--- src/pcd_params.svh ---
`ifndef PCD_PARAMS_SVH
`define PCD_PARAMS_SVH

// register byte offsets
`define PCD_OFF_CTRL 6'h00
`define PCD_OFF_PERIOD 6'h04
`define PCD_OFF_COMPARE_VALUE_A 6'h08
`define PCD_OFF_COMPARE_VALUE_B 6'h0C
`define PCD_OFF_PHASE 6'h10
`define PCD_OFF_ACT_A 6'h14
`define PCD_OFF_ACT_B 6'h18
`define PCD_OFF_DB_CTRL 6'h1C
`define PCD_OFF_RISE_DLY 6'h20
`define PCD_OFF_FALL_DLY 6'h24
`define PCD_OFF_STATUS 6'h28

// control register fields
`define PCD_CTRL_RUN 0
`define PCD_CTRL_PHASE_EN 1
`define PCD_CTRL_SYNC_EN 2
`define PCD_CTRL_HSP_LSB 4
`define PCD_CTRL_BASE_LSB 8
`define PCD_CTRL_W 11

// dead-band control fields
`define PCD_DB_BYP_A 0
`define PCD_DB_BYP_B 1
`define PCD_DB_POL_RISE 2
`define PCD_DB_POL_FALL 3
`define PCD_DB_SRC_RISE 4
`define PCD_DB_SRC_FALL 5
`define PCD_DB_SWAP_A 6
`define PCD_DB_SWAP_B 7
`define PCD_DB_ROUTE 8
`define PCD_DB_W 9

// status fields above the counter value
`define PCD_STAT_DIR_DOWN 16
`define PCD_STAT_OUT_A 17
`define PCD_STAT_OUT_B 18

// reset values
`define PCD_RST_CTRL 11'h000
`define PCD_RST_DB 9'h000
`define PCD_RST_ACT 12'h000

// sync-in to counter load, in modulator clocks, counted from the source
`define PCD_SYNC_LAT 2

`endif

--- src/pcd_pkg.sv ---
package pcd_pkg;
  typedef enum logic [1:0] {
    PCD_ACT_NONE = 2'h0,
    PCD_ACT_CLR = 2'h1,
    PCD_ACT_SET = 2'h2,
    PCD_ACT_TGL = 2'h3
  } pcd_act_e;

  typedef enum logic [1:0] {
    PCD_DIR_UP = 2'h1,
    PCD_DIR_DOWN = 2'h2
  } pcd_dir_e;

  typedef struct packed {
    pcd_act_e cbd;
    pcd_act_e cbu;
    pcd_act_e cad;
    pcd_act_e cau;
    pcd_act_e prd;
    pcd_act_e zro;
  } pcd_actcfg_s;

  function automatic logic pcd_apply(input logic cur, input logic ev, input pcd_act_e act);
    logic r;
    r = cur;
    if (ev) begin
      case (act)
        PCD_ACT_CLR: r = 1'b0;
        PCD_ACT_SET: r = 1'b1;
        PCD_ACT_TGL: r = ~cur;
        default: r = cur;
      endcase
    end
    return r;
  endfunction : pcd_apply
endpackage : pcd_pkg

--- src/pcd_dly_if.sv ---
interface pcd_dly_if #(parameter int DW = 10);
  logic tick;
  logic din;
  logic [DW-1:0] count;
  logic dout;
  modport ctrl (output tick, output din, output count, input dout);
  modport dly (input tick, input din, input count, output dout);
endinterface : pcd_dly_if

--- src/pcd_edge_delay.sv ---
module pcd_edge_delay #(
  parameter int DW = 10,
  parameter bit FALL = 1'b0
) (
  input wire logic mclk_i,
  input wire logic rstn_i,
  pcd_dly_if.dly port
);
  logic din_eff;
  logic r_q;
  logic [DW-1:0] cnt_q;

  // falling-edge delay is a rising-edge delay on the inverted path
  assign din_eff = FALL ? ~port.din : port.din;
  assign port.dout = FALL ? ~r_q : r_q;

  always_ff @(posedge mclk_i or negedge rstn_i) begin
    if (!rstn_i) begin
      r_q <= 1'b0;
      cnt_q <= '0;
    end else if (!din_eff) begin
      r_q <= 1'b0; // RULE11
      cnt_q <= '0;
    end else if (!r_q) begin
      if (cnt_q >= port.count) begin
        r_q <= 1'b1; // RULE11
      end else if (port.tick) begin
        cnt_q <= cnt_q + DW'(1);
      end
    end
  end
endmodule : pcd_edge_delay

--- src/pcd_prescaler.sv ---
module pcd_prescaler #(
  parameter int PW = 11
) (
  input wire logic mclk_i,
  input wire logic rstn_i,
  input wire logic clr_i,
  input wire logic [PW-1:0] div_i,
  output logic tick_o
);
  logic [PW-1:0] cnt_q;

  // one tick every div_i modulator clocks
  assign tick_o = (cnt_q >= div_i - PW'(1)); // RULE16

  always_ff @(posedge mclk_i or negedge rstn_i) begin
    if (!rstn_i) begin
      cnt_q <= '0;
    end else if (clr_i || tick_o) begin
      cnt_q <= '0;
    end else begin
      cnt_q <= cnt_q + PW'(1);
    end
  end
endmodule : pcd_prescaler

--- src/pcd_pwm_pair.sv ---
// Function
// (RULE1) Compare counter every count with zero, period, compare A and B.
// (RULE2) Each match applies per-output action: clear, set, toggle or nothing.
// (RULE3) Up and down compare matches select separate actions.
// (RULE4) Up-down counter climbs zero to period and falls back.
// (RULE5) Set on up, clear on down gives high time twice period minus compare.
// (RULE6) Rise and fall delay paths each select A or B as source.
// (RULE7) Route selector places delays; only one output may carry both.
// (RULE8) Each delay path has a polarity inverter; fall set gives complement.
// (RULE9) Bypass selectors pick delayed or undelayed signal per output.
// (RULE10) Swap selectors pass or exchange the A and B results.
// (RULE11) Rising and falling edges delayed by programmed time-base counts.
// (RULE12) Complementary mode: A is source rise-delayed, B inverted fall-delayed.
// (RULE13) Sync pulse with phase loading enabled loads phase into counter.
// (RULE14) Sync reaches receiver two modulator clocks after source.
// (RULE15) Sync source emits sync pulse whenever counter equals zero.
// (RULE16) Time-base clock is modulator clock over two prescalers' product.
// (RULE17) Software must enable phase loading and set phase on receivers.
// (RULE18) Reset holds counter zero, clears delays, drives outputs low.
//
// Our own choices: the Avalon-MM slave port and the address map.
`include "pcd_params.svh"

module pcd_pwm_pair #(
  parameter int CW = 16,
  parameter int DW = 10
) (
  input wire logic mclk_i,
  input wire logic rstn_i,
  input wire logic [5:0] avs_address_i,
  input wire logic avs_read_i,
  input wire logic avs_write_i,
  input wire logic [31:0] avs_writedata_i,
  input wire logic [3:0] avs_byteenable_i,
  output logic [31:0] avs_readdata_o,
  output logic avs_waitrequest_o,
  input wire logic sync_input_pulse_i,
  output logic sync_output_pulse_o,
  output logic output_a_o,
  output logic output_b_o
);
  localparam int PW = 11;

  logic [`PCD_CTRL_W-1:0] ctrl_q;
  logic [CW-1:0] period_value_q;
  logic [CW-1:0] compare_value_a_q;
  logic [CW-1:0] compare_value_b_q;
  logic [CW-1:0] phase_value_q;
  pcd_pkg::pcd_actcfg_s act_a_q;
  pcd_pkg::pcd_actcfg_s act_b_q;
  logic [`PCD_DB_W-1:0] db_q;
  logic [DW-1:0] rise_delay_count_q;
  logic [DW-1:0] fall_delay_count_q;
  logic [31:0] rdata_q;
  logic ack_q;

  logic [CW-1:0] time_base_counter_q;
  pcd_pkg::pcd_dir_e dir_q;
  logic sync_in_q;
  logic sync_out_q;
  logic aq_a_q;
  logic aq_b_q;
  logic aq_a_d;
  logic aq_b_d;
  logic out_a_q;
  logic out_b_q;

  logic req;
  logic acc_wr;
  logic [31:0] cur_word;
  logic [31:0] merged;
  logic run;
  logic phase_en;
  logic load;
  logic tick;
  logic ev;
  logic ev_zro;
  logic ev_prd;
  logic ev_cau;
  logic ev_cad;
  logic ev_cbu;
  logic ev_cbd;
  logic [2:0] hsp_sel;
  logic [2:0] base_sel;
  logic [3:0] hsp_div;
  logic [7:0] base_div;
  logic [PW-1:0] tb_div;
  logic rise_pol;
  logic fall_pol;
  logic dly_a;
  logic dly_b;
  logic pre_a;
  logic pre_b;
  logic fin_a;
  logic fin_b;

  // Avalon-MM slave: one wait cycle, then the access completes
  assign req = avs_read_i | avs_write_i;
  assign avs_waitrequest_o = req & ~ack_q;
  assign acc_wr = avs_write_i & ack_q;
  assign avs_readdata_o = rdata_q;

  always_ff @(posedge mclk_i or negedge rstn_i) begin
    if (!rstn_i) begin
      ack_q <= 1'b0;
    end else begin
      ack_q <= req & ~ack_q;
    end
  end

  always_comb begin
    cur_word = 32'h0000_0000;
    if (avs_address_i == `PCD_OFF_CTRL) begin
      cur_word = 32'(ctrl_q);
    end else if (avs_address_i == `PCD_OFF_PERIOD) begin
      cur_word = 32'(period_value_q);
    end else if (avs_address_i == `PCD_OFF_COMPARE_VALUE_A) begin
      cur_word = 32'(compare_value_a_q);
    end else if (avs_address_i == `PCD_OFF_COMPARE_VALUE_B) begin
      cur_word = 32'(compare_value_b_q);
    end else if (avs_address_i == `PCD_OFF_PHASE) begin
      cur_word = 32'(phase_value_q);
    end else if (avs_address_i == `PCD_OFF_ACT_A) begin
      cur_word = 32'(act_a_q);
    end else if (avs_address_i == `PCD_OFF_ACT_B) begin
      cur_word = 32'(act_b_q);
    end else if (avs_address_i == `PCD_OFF_DB_CTRL) begin
      cur_word = 32'(db_q);
    end else if (avs_address_i == `PCD_OFF_RISE_DLY) begin
      cur_word = 32'(rise_delay_count_q);
    end else if (avs_address_i == `PCD_OFF_FALL_DLY) begin
      cur_word = 32'(fall_delay_count_q);
    end else if (avs_address_i == `PCD_OFF_STATUS) begin
      cur_word = 32'(time_base_counter_q);
      cur_word[`PCD_STAT_DIR_DOWN] = (dir_q == pcd_pkg::PCD_DIR_DOWN);
      cur_word[`PCD_STAT_OUT_A] = out_a_q;
      cur_word[`PCD_STAT_OUT_B] = out_b_q;
    end
  end

  generate
    for (genvar i = 0; i < 4; i++) begin : g_lane
      assign merged[8*i+:8] = avs_byteenable_i[i] ? avs_writedata_i[8*i+:8] : cur_word[8*i+:8];
    end
  endgenerate

  always_ff @(posedge mclk_i or negedge rstn_i) begin
    if (!rstn_i) begin
      rdata_q <= 32'h0000_0000;
    end else if (avs_read_i && !ack_q) begin
      rdata_q <= cur_word;
    end
  end

  always_ff @(posedge mclk_i or negedge rstn_i) begin
    if (!rstn_i) begin
      ctrl_q <= `PCD_RST_CTRL;
      period_value_q <= '0;
      compare_value_a_q <= '0;
      compare_value_b_q <= '0;
      phase_value_q <= '0;
      act_a_q <= `PCD_RST_ACT;
      act_b_q <= `PCD_RST_ACT;
      db_q <= `PCD_RST_DB;
      rise_delay_count_q <= '0;
      fall_delay_count_q <= '0;
    end else if (acc_wr) begin
      if (avs_address_i == `PCD_OFF_CTRL) begin
        ctrl_q <= merged[`PCD_CTRL_W-1:0];
      end else if (avs_address_i == `PCD_OFF_PERIOD) begin
        period_value_q <= merged[CW-1:0];
      end else if (avs_address_i == `PCD_OFF_COMPARE_VALUE_A) begin
        compare_value_a_q <= merged[CW-1:0];
      end else if (avs_address_i == `PCD_OFF_COMPARE_VALUE_B) begin
        compare_value_b_q <= merged[CW-1:0];
      end else if (avs_address_i == `PCD_OFF_PHASE) begin
        phase_value_q <= merged[CW-1:0];
      end else if (avs_address_i == `PCD_OFF_ACT_A) begin
        act_a_q <= pcd_pkg::pcd_actcfg_s'(merged[11:0]);
      end else if (avs_address_i == `PCD_OFF_ACT_B) begin
        act_b_q <= pcd_pkg::pcd_actcfg_s'(merged[11:0]);
      end else if (avs_address_i == `PCD_OFF_DB_CTRL) begin
        db_q <= merged[`PCD_DB_W-1:0];
      end else if (avs_address_i == `PCD_OFF_RISE_DLY) begin
        rise_delay_count_q <= merged[DW-1:0];
      end else if (avs_address_i == `PCD_OFF_FALL_DLY) begin
        fall_delay_count_q <= merged[DW-1:0];
      end
    end
  end

  // time-base clock divider: high-speed 1,2,4..14 times base 1,2..128
  assign run = ctrl_q[`PCD_CTRL_RUN];
  assign phase_en = ctrl_q[`PCD_CTRL_PHASE_EN];
  assign hsp_sel = ctrl_q[`PCD_CTRL_HSP_LSB+:3];
  assign base_sel = ctrl_q[`PCD_CTRL_BASE_LSB+:3];
  assign hsp_div = (hsp_sel == 3'h0) ? 4'h1 : {hsp_sel, 1'b0};
  assign base_div = 8'h01 << base_sel;
  assign tb_div = PW'(hsp_div) * PW'(base_div); // RULE16

  pcd_prescaler #(.PW(PW)) u_presc (
    .mclk_i(mclk_i),
    .rstn_i(rstn_i),
    .clr_i(load || !run),
    .div_i(tb_div),
    .tick_o(tick)
  );

  // sync input registered once: lands two clocks after the source's zero
  always_ff @(posedge mclk_i or negedge rstn_i) begin
    if (!rstn_i) begin
      sync_in_q <= 1'b0;
    end else begin
      sync_in_q <= sync_input_pulse_i; // RULE14
    end
  end

  assign load = sync_in_q & phase_en; // RULE13 RULE17

  always_ff @(posedge mclk_i or negedge rstn_i) begin
    if (!rstn_i) begin
      time_base_counter_q <= '0; // RULE18
      dir_q <= pcd_pkg::PCD_DIR_UP;
    end else if (load) begin
      time_base_counter_q <= phase_value_q; // RULE13
    end else if (tick && run) begin
      case (dir_q)
        pcd_pkg::PCD_DIR_UP: begin
          if (time_base_counter_q >= period_value_q) begin
            dir_q <= pcd_pkg::PCD_DIR_DOWN; // RULE4
            time_base_counter_q <= (time_base_counter_q == '0) ? '0 : time_base_counter_q - CW'(1);
          end else begin
            time_base_counter_q <= time_base_counter_q + CW'(1);
          end
        end
        pcd_pkg::PCD_DIR_DOWN: begin
          if (time_base_counter_q == '0) begin
            dir_q <= pcd_pkg::PCD_DIR_UP; // RULE4
            time_base_counter_q <= (period_value_q == '0) ? '0 : CW'(1);
          end else begin
            time_base_counter_q <= time_base_counter_q - CW'(1);
          end
        end
        default: dir_q <= pcd_pkg::PCD_DIR_UP;
      endcase
    end
  end

  // match events, one per time-base count
  assign ev = tick & run & ~load;
  assign ev_zro = ev && (time_base_counter_q == '0); // RULE1
  assign ev_prd = ev && (time_base_counter_q == period_value_q); // RULE1
  assign ev_cau = ev && (time_base_counter_q == compare_value_a_q) && (dir_q == pcd_pkg::PCD_DIR_UP); // RULE1 RULE3
  assign ev_cad = ev && (time_base_counter_q == compare_value_a_q) && (dir_q == pcd_pkg::PCD_DIR_DOWN); // RULE1 RULE3
  assign ev_cbu = ev && (time_base_counter_q == compare_value_b_q) && (dir_q == pcd_pkg::PCD_DIR_UP); // RULE1 RULE3
  assign ev_cbd = ev && (time_base_counter_q == compare_value_b_q) && (dir_q == pcd_pkg::PCD_DIR_DOWN); // RULE1 RULE3

  // own compare events applied last so they win
  always_comb begin
    aq_a_d = aq_a_q;
    aq_a_d = pcd_pkg::pcd_apply(aq_a_d, ev_zro, act_a_q.zro); // RULE2
    aq_a_d = pcd_pkg::pcd_apply(aq_a_d, ev_prd, act_a_q.prd);
    aq_a_d = pcd_pkg::pcd_apply(aq_a_d, ev_cbu, act_a_q.cbu);
    aq_a_d = pcd_pkg::pcd_apply(aq_a_d, ev_cbd, act_a_q.cbd);
    aq_a_d = pcd_pkg::pcd_apply(aq_a_d, ev_cau, act_a_q.cau); // RULE3 RULE5
    aq_a_d = pcd_pkg::pcd_apply(aq_a_d, ev_cad, act_a_q.cad); // RULE3 RULE5
    aq_b_d = aq_b_q;
    aq_b_d = pcd_pkg::pcd_apply(aq_b_d, ev_zro, act_b_q.zro); // RULE2
    aq_b_d = pcd_pkg::pcd_apply(aq_b_d, ev_prd, act_b_q.prd);
    aq_b_d = pcd_pkg::pcd_apply(aq_b_d, ev_cau, act_b_q.cau);
    aq_b_d = pcd_pkg::pcd_apply(aq_b_d, ev_cad, act_b_q.cad);
    aq_b_d = pcd_pkg::pcd_apply(aq_b_d, ev_cbu, act_b_q.cbu); // RULE3 RULE5
    aq_b_d = pcd_pkg::pcd_apply(aq_b_d, ev_cbd, act_b_q.cbd); // RULE3 RULE5
  end

  always_ff @(posedge mclk_i or negedge rstn_i) begin
    if (!rstn_i) begin
      aq_a_q <= 1'b0; // RULE18
      aq_b_q <= 1'b0;
    end else begin
      aq_a_q <= aq_a_d;
      aq_b_q <= aq_b_d;
    end
  end

  always_ff @(posedge mclk_i or negedge rstn_i) begin
    if (!rstn_i) begin
      sync_out_q <= 1'b0;
    end else begin
      sync_out_q <= ev_zro & ctrl_q[`PCD_CTRL_SYNC_EN]; // RULE15
    end
  end
  assign sync_output_pulse_o = sync_out_q;

  // dead-band stage
  pcd_dly_if #(.DW(DW)) rise_if ();
  pcd_dly_if #(.DW(DW)) fall_if ();

  assign rise_if.tick = tick;
  assign fall_if.tick = tick;
  assign rise_if.count = rise_delay_count_q;
  assign fall_if.count = fall_delay_count_q;
  assign rise_if.din = db_q[`PCD_DB_SRC_RISE] ? aq_b_q : aq_a_q; // RULE6
  // route set: fall delay cascades after rise delay onto output A
  assign fall_if.din = db_q[`PCD_DB_ROUTE] ? rise_if.dout :
                       (db_q[`PCD_DB_SRC_FALL] ? aq_b_q : aq_a_q); // RULE6 RULE7

  pcd_edge_delay #(.DW(DW), .FALL(1'b0)) u_rise (
    .mclk_i(mclk_i),
    .rstn_i(rstn_i),
    .port(rise_if.dly)
  );

  pcd_edge_delay #(.DW(DW), .FALL(1'b1)) u_fall (
    .mclk_i(mclk_i),
    .rstn_i(rstn_i),
    .port(fall_if.dly)
  );

  assign rise_pol = rise_if.dout ^ db_q[`PCD_DB_POL_RISE]; // RULE8
  assign fall_pol = fall_if.dout ^ db_q[`PCD_DB_POL_FALL]; // RULE8 RULE12
  assign dly_a = db_q[`PCD_DB_ROUTE] ? fall_pol : rise_pol; // RULE7 RULE12
  assign dly_b = db_q[`PCD_DB_ROUTE] ? aq_b_q : fall_pol; // RULE7 RULE12
  assign pre_a = db_q[`PCD_DB_BYP_A] ? dly_a : aq_a_q; // RULE9
  assign pre_b = db_q[`PCD_DB_BYP_B] ? dly_b : aq_b_q; // RULE9
  assign fin_a = db_q[`PCD_DB_SWAP_A] ? pre_b : pre_a; // RULE10
  assign fin_b = db_q[`PCD_DB_SWAP_B] ? pre_a : pre_b; // RULE10

  always_ff @(posedge mclk_i or negedge rstn_i) begin
    if (!rstn_i) begin
      out_a_q <= 1'b0; // RULE18
      out_b_q <= 1'b0;
    end else begin
      out_a_q <= fin_a;
      out_b_q <= fin_b;
    end
  end
  assign output_a_o = out_a_q;
  assign output_b_o = out_b_q;
endmodule : pcd_pwm_pair

--- config.mk ---
export PLATFORM = sky130hd
export DESIGN_NAME = pcd_pwm_pair
export DESIGN_NICKNAME = d
export VERILOG_FILES = /design/src/pcd_pkg.sv /design/src/pcd_dly_if.sv /design/src/pcd_edge_delay.sv /design/src/pcd_prescaler.sv /design/src/pcd_pwm_pair.sv
export VERILOG_INCLUDE_DIRS = /design/src
export SDC_FILE = /design/constraint.sdc
export NUM_CORES = 1
export LEC_CHECK = 0
export BUFFER_PORTS_ARGS = -buffer_cell sky130_fd_sc_hd__buf_2
export CAP_MARGIN = 0
export CORE_MARGIN = 1.5
export CORE_UTILIZATION = 60
export CTS_BUF_LIST = sky130_fd_sc_hd__clkbuf_16
export DETAILED_ROUTE_END_ITERATION = 12
export PLACE_DENSITY = 0.85
export SYNTH_ARGS = -nofsm -noshare
export SYNTH_HDL_FRONTEND = slang
export SYNTH_SLANG_ARGS = --single-unit
--- constraint.sdc ---
create_clock -name mclk_i -period 12.62 [get_ports mclk_i]
set_input_delay 0.631 -clock mclk_i [delete_from_list [all_inputs] [get_ports mclk_i]]
set_output_delay 0.631 -clock mclk_i [all_outputs]
set_load 0.005 [all_outputs]
==> impl_metrics.yaml <==
global_routing:
  grt_max_degree: 100
  use_met3: 0.07102
  antenna_found_initial: 0
  use_met1: 0.4084
  grt_pass1_wl_um: 59550
  grtUsageMet2: 0.5117
  grtUsageTotal: 0.3204
  grt_pass1_vias: 11310
  grt-ovfl-total: 0
  grt_busiest_layer: "met2"
placement:
  dp_hpwl_um: 25960
  portBuffers: 51
  place_congestion: 0.9384
timing:
  tightest_slew_ps: 1426
  min_period_ps: 6682
  tns_ps: 0
  rsz0062_at_grt: "false"
  slew_violations: 0
  max_freq_mhz: 149.7
  finalSetupViolations: 0
  hold_viol: 0
  fin_crit_sh: 0.5295
  clock-skew-final_ps: 23.26
  slew_headroom: 0.02223
pwr:
  internal_power_w: 0.001229
  ir_worst_vdd_v: 0.0001039
  clkPwrFrac: 0.380
  netSwitchingFraction: 0.2999
  switchingPower_w: 0.0005264
  leakagePower_nw: 6.620
  pwr-share-comb: 0.180
  seqPwrFrac: 0.440
  p_per_area_nw_per_um2: 122.2
  finalPower_w: 0.001755
die:
  start_util: 0.6100
  num_io_pins: 83
  fp-row-count: 54
  die-width_um: 152.0
  dieArea_um2: 23090
  fp.dieH_um: 152.0
  coreArea_um2: 21820
logic_synthesis:
  syn_area_per_cell_um2: 9.509
  synth_cells: 1400
  synthesis.area_um2: 13310
  synth-seq-cells: 205
  ys_warn_count: 0
  synthFlopType: "dfrtp_1"
  yosysTopAreaCell: "dfrtp_1"
  synth.top_cell.area_share: 0.3835
  synthArstFlopShare: 1.000
  synth_area_leaders: "dfrtp_1 38%, mux2_2 7.8%, ha_1 6.9%"
  synth_edf_count: 0
  ys_seq_area_frac: 0.3854
  synth.distinct_cells: 79
drt:
  first_iter_violations: 1479
  vias: 11300
  drc_errors: 0
  drt-total-wl_um: 37300
  viasPerCell: 6.639
  wl_per_cell_um: 21.92
  drt_pass1_iterations: 9
  drt.antenna.violating_nets: 0
clock_tree:
  cts_root_buffer: "clkbuf_16"
  cts_resized: 0
  htreeDepth: 1
  clk-insertion-delay-late_ps: 520
  clockBufferDepth: 3
  ctsHoldBuffers: 0
  cts_tree: "done"
  cts_sinks: 205
  cts.reportedPaths.clkPinSlew_ps: 60
  cts_setup_buffers: 0
  cts_made_buffers: 22
setup_path:
  worstSetupStartpointType: "flip-flop"
  crit_fanout: 15
  critical_path_class: "flip-flop to flip-flop"
  cp.arrival_ps: 7110
  crit_path_end_kind: "flip-flop"
  required_ps: 13050
finish:
  drive_above_1_share: 0.1547
  layout_commonest_cell: "dfrtp_1"
  fin_nets: 1539
  final_cell_mix: "204 x dfrtp_1, 126 x nand2_1, 104 x nor2_1, 95 x inv_1, 94 x o21ai_0"
  diodes: 0
  syn_to_final_growth_pct: 7.857
flow_run:
  maxCapViolCount: 0
outcome:
  status: "completed"
worst_hold_path:
  hp-class: "input port to async pin"
-- path summary, 6_finish.rpt --
kind / depth (start not counted) / endpoint / start / slack [ps]
setup reg to reg: 23 / time_base_counter_q[7]$_DFFE_PN0P_ / ctrl_q[10]$_DFFE_PN0P_ / 5940
hold / removal: 1 / ctrl_q[8]$_DFFE_PN0P_ / rstn_i / 190
hold reg to reg: 2 / avs_readdata_o[11]$_DFFE_PN0P_ / avs_readdata_o[11]$_DFFE_PN0P_ / 470
min in group mclk_i: 1 / sync_in_q$_DFF_PN0_ / sync_input_pulse_i / 220
setup / recovery: 23 / time_base_counter_q[7]$_DFFE_PN0P_ / ctrl_q[10]$_DFFE_PN0P_ / 5940
max in group asynchronous: 2 / ctrl_q[1]$_DFFE_PN0P_ / rstn_i / 11170
-- per-layer routing --
metal | vias up | routed length (um)
met2 | 679 | 17000
met1 | 5469 | 14250
met5 | - | 0
met3 | 182 | 3842
met4 | 0 | 2210
li1 | 4970 | -
-- final cells by class --
type / count / area [um2]
clock inverter: 17 / 158.9
sequential: 205 / 5131
timing repair buffer: 64 / 361.6
inverter: 93 / 349.1
multi-input combinational: 1020 / 7432
clock buffer: 23 / 575.6
tap: 280 / 350.3
fill: 1638 / 7465
-- flip-flops by register name, indices dropped and copies added, names as in the netlist, 2 cells and up --
register             flops
act_a_q                 12
act_b_q                 12
avs_readdata_o          19
compare_value_a_q       16
compare_value_b_q       16
ctrl_q                  11
db_q                     9
dir_q                    2
fall_delay_count_q      10
period_value_q          16
phase_value_q           16
rise_delay_count_q      10
time_base_counter_q     16
u_fall.cnt_q            10
u_presc.cnt_q           11
u_rise.cnt_q            10
-- power by group through the flow --
stage	clock [W]	sequential, W	combinational [W]
after floorplan	0	0.000746	0.000242
after global placement	0	0.000777	0.000291
after detailed placement	0	0.000780	0.000305
after CTS	0.000670	0.000769	0.000311
after global routing	0.000692	0.000776	0.000354
final	0.000667	0.000773	0.000315
-- worst max-delay path: stages (launching register included) --
cell,delay (ps)
dfrtp_1,630
nor2_1,400
nand3_1,150
ha_1,330
fa_1,500
inv_1,60
fa_1,460
ha_1,350
a21oi_1,240
o21ai_0,120
a21oi_1,230
o21ai_0,190
a21o_1,210
a21oi_1,160
xnor2_1,100
ha_1,300
o211ai_1,110
or2_2,310
o22ai_1,150
buf_4,280
nand2_1,330
nor3_2,630
a221oi_1,170
o22ai_1,180
-- logic make-up after synthesis --
family	after synthesis	share of synthesized area
XOR/XNOR	73	0.04803
AND/OR/NAND/NOR	414	0.1508
multiplexers	148	0.1284
AO/OA/AOI/OAI	286	0.1384
flip-flops	205	0.3854
other	1	0.0002817
adder cells (fa/ha/maj)	86	0.08816
buffers and inverters	187	0.06043
-- stage by stage --
stage / utilization / std cells / setup WS [ps] / hold slack, ps / area, um2
2_1_floorplan: - / 1412 / 6903 / 335.4 / 13360
3_3_place_gp: 0.6243 / 1662 / 6319 / 459.5 / 13620
3_5_place_dp: 0.6243 / 1662 / 6142 / 464.8 / 13620
4_1_cts: 0.6580 / 1702 / 6101 / 219.9 / 14360
5_1_grt: 0.6580 / 1702 / 5531 / 223.2 / 14360
6_report: 0.6580 / 1702 / 5938 / 191.2 / 14360
-- cell usage after synthesis, types with 3 or more instances --
library cell  count
nand4_1          34
nand3_1          38
xor2_1           28
ha_1             73
buf_2            16
buf_1             3
mux2i_1          47
o311ai_0          3
and3_1           22
fa_1             13
a32oi_1           5
or2_2             3
inv_1            93
nand2_1         126
a21oi_1          63
a31oi_1           7
dfrtp_1         204
mux4_2            8
a22o_1            6
a22oi_1          21
o211ai_1          6
o22ai_1           5
nor3_1           21
a211oi_1         10
a222oi_1          6
a221oi_1          7
nor2b_1          16
o21a_1            5
nor4_1            8
nor2_1          104
clkbuf_1         55
nand2b_1          7
xnor2_1          45
o221ai_1          6
a21o_1           12
buf_4            18
mux2_2           92
and2_1           10
or3_1             7
o21ai_0          94
(Power assumes the default switching activity.)
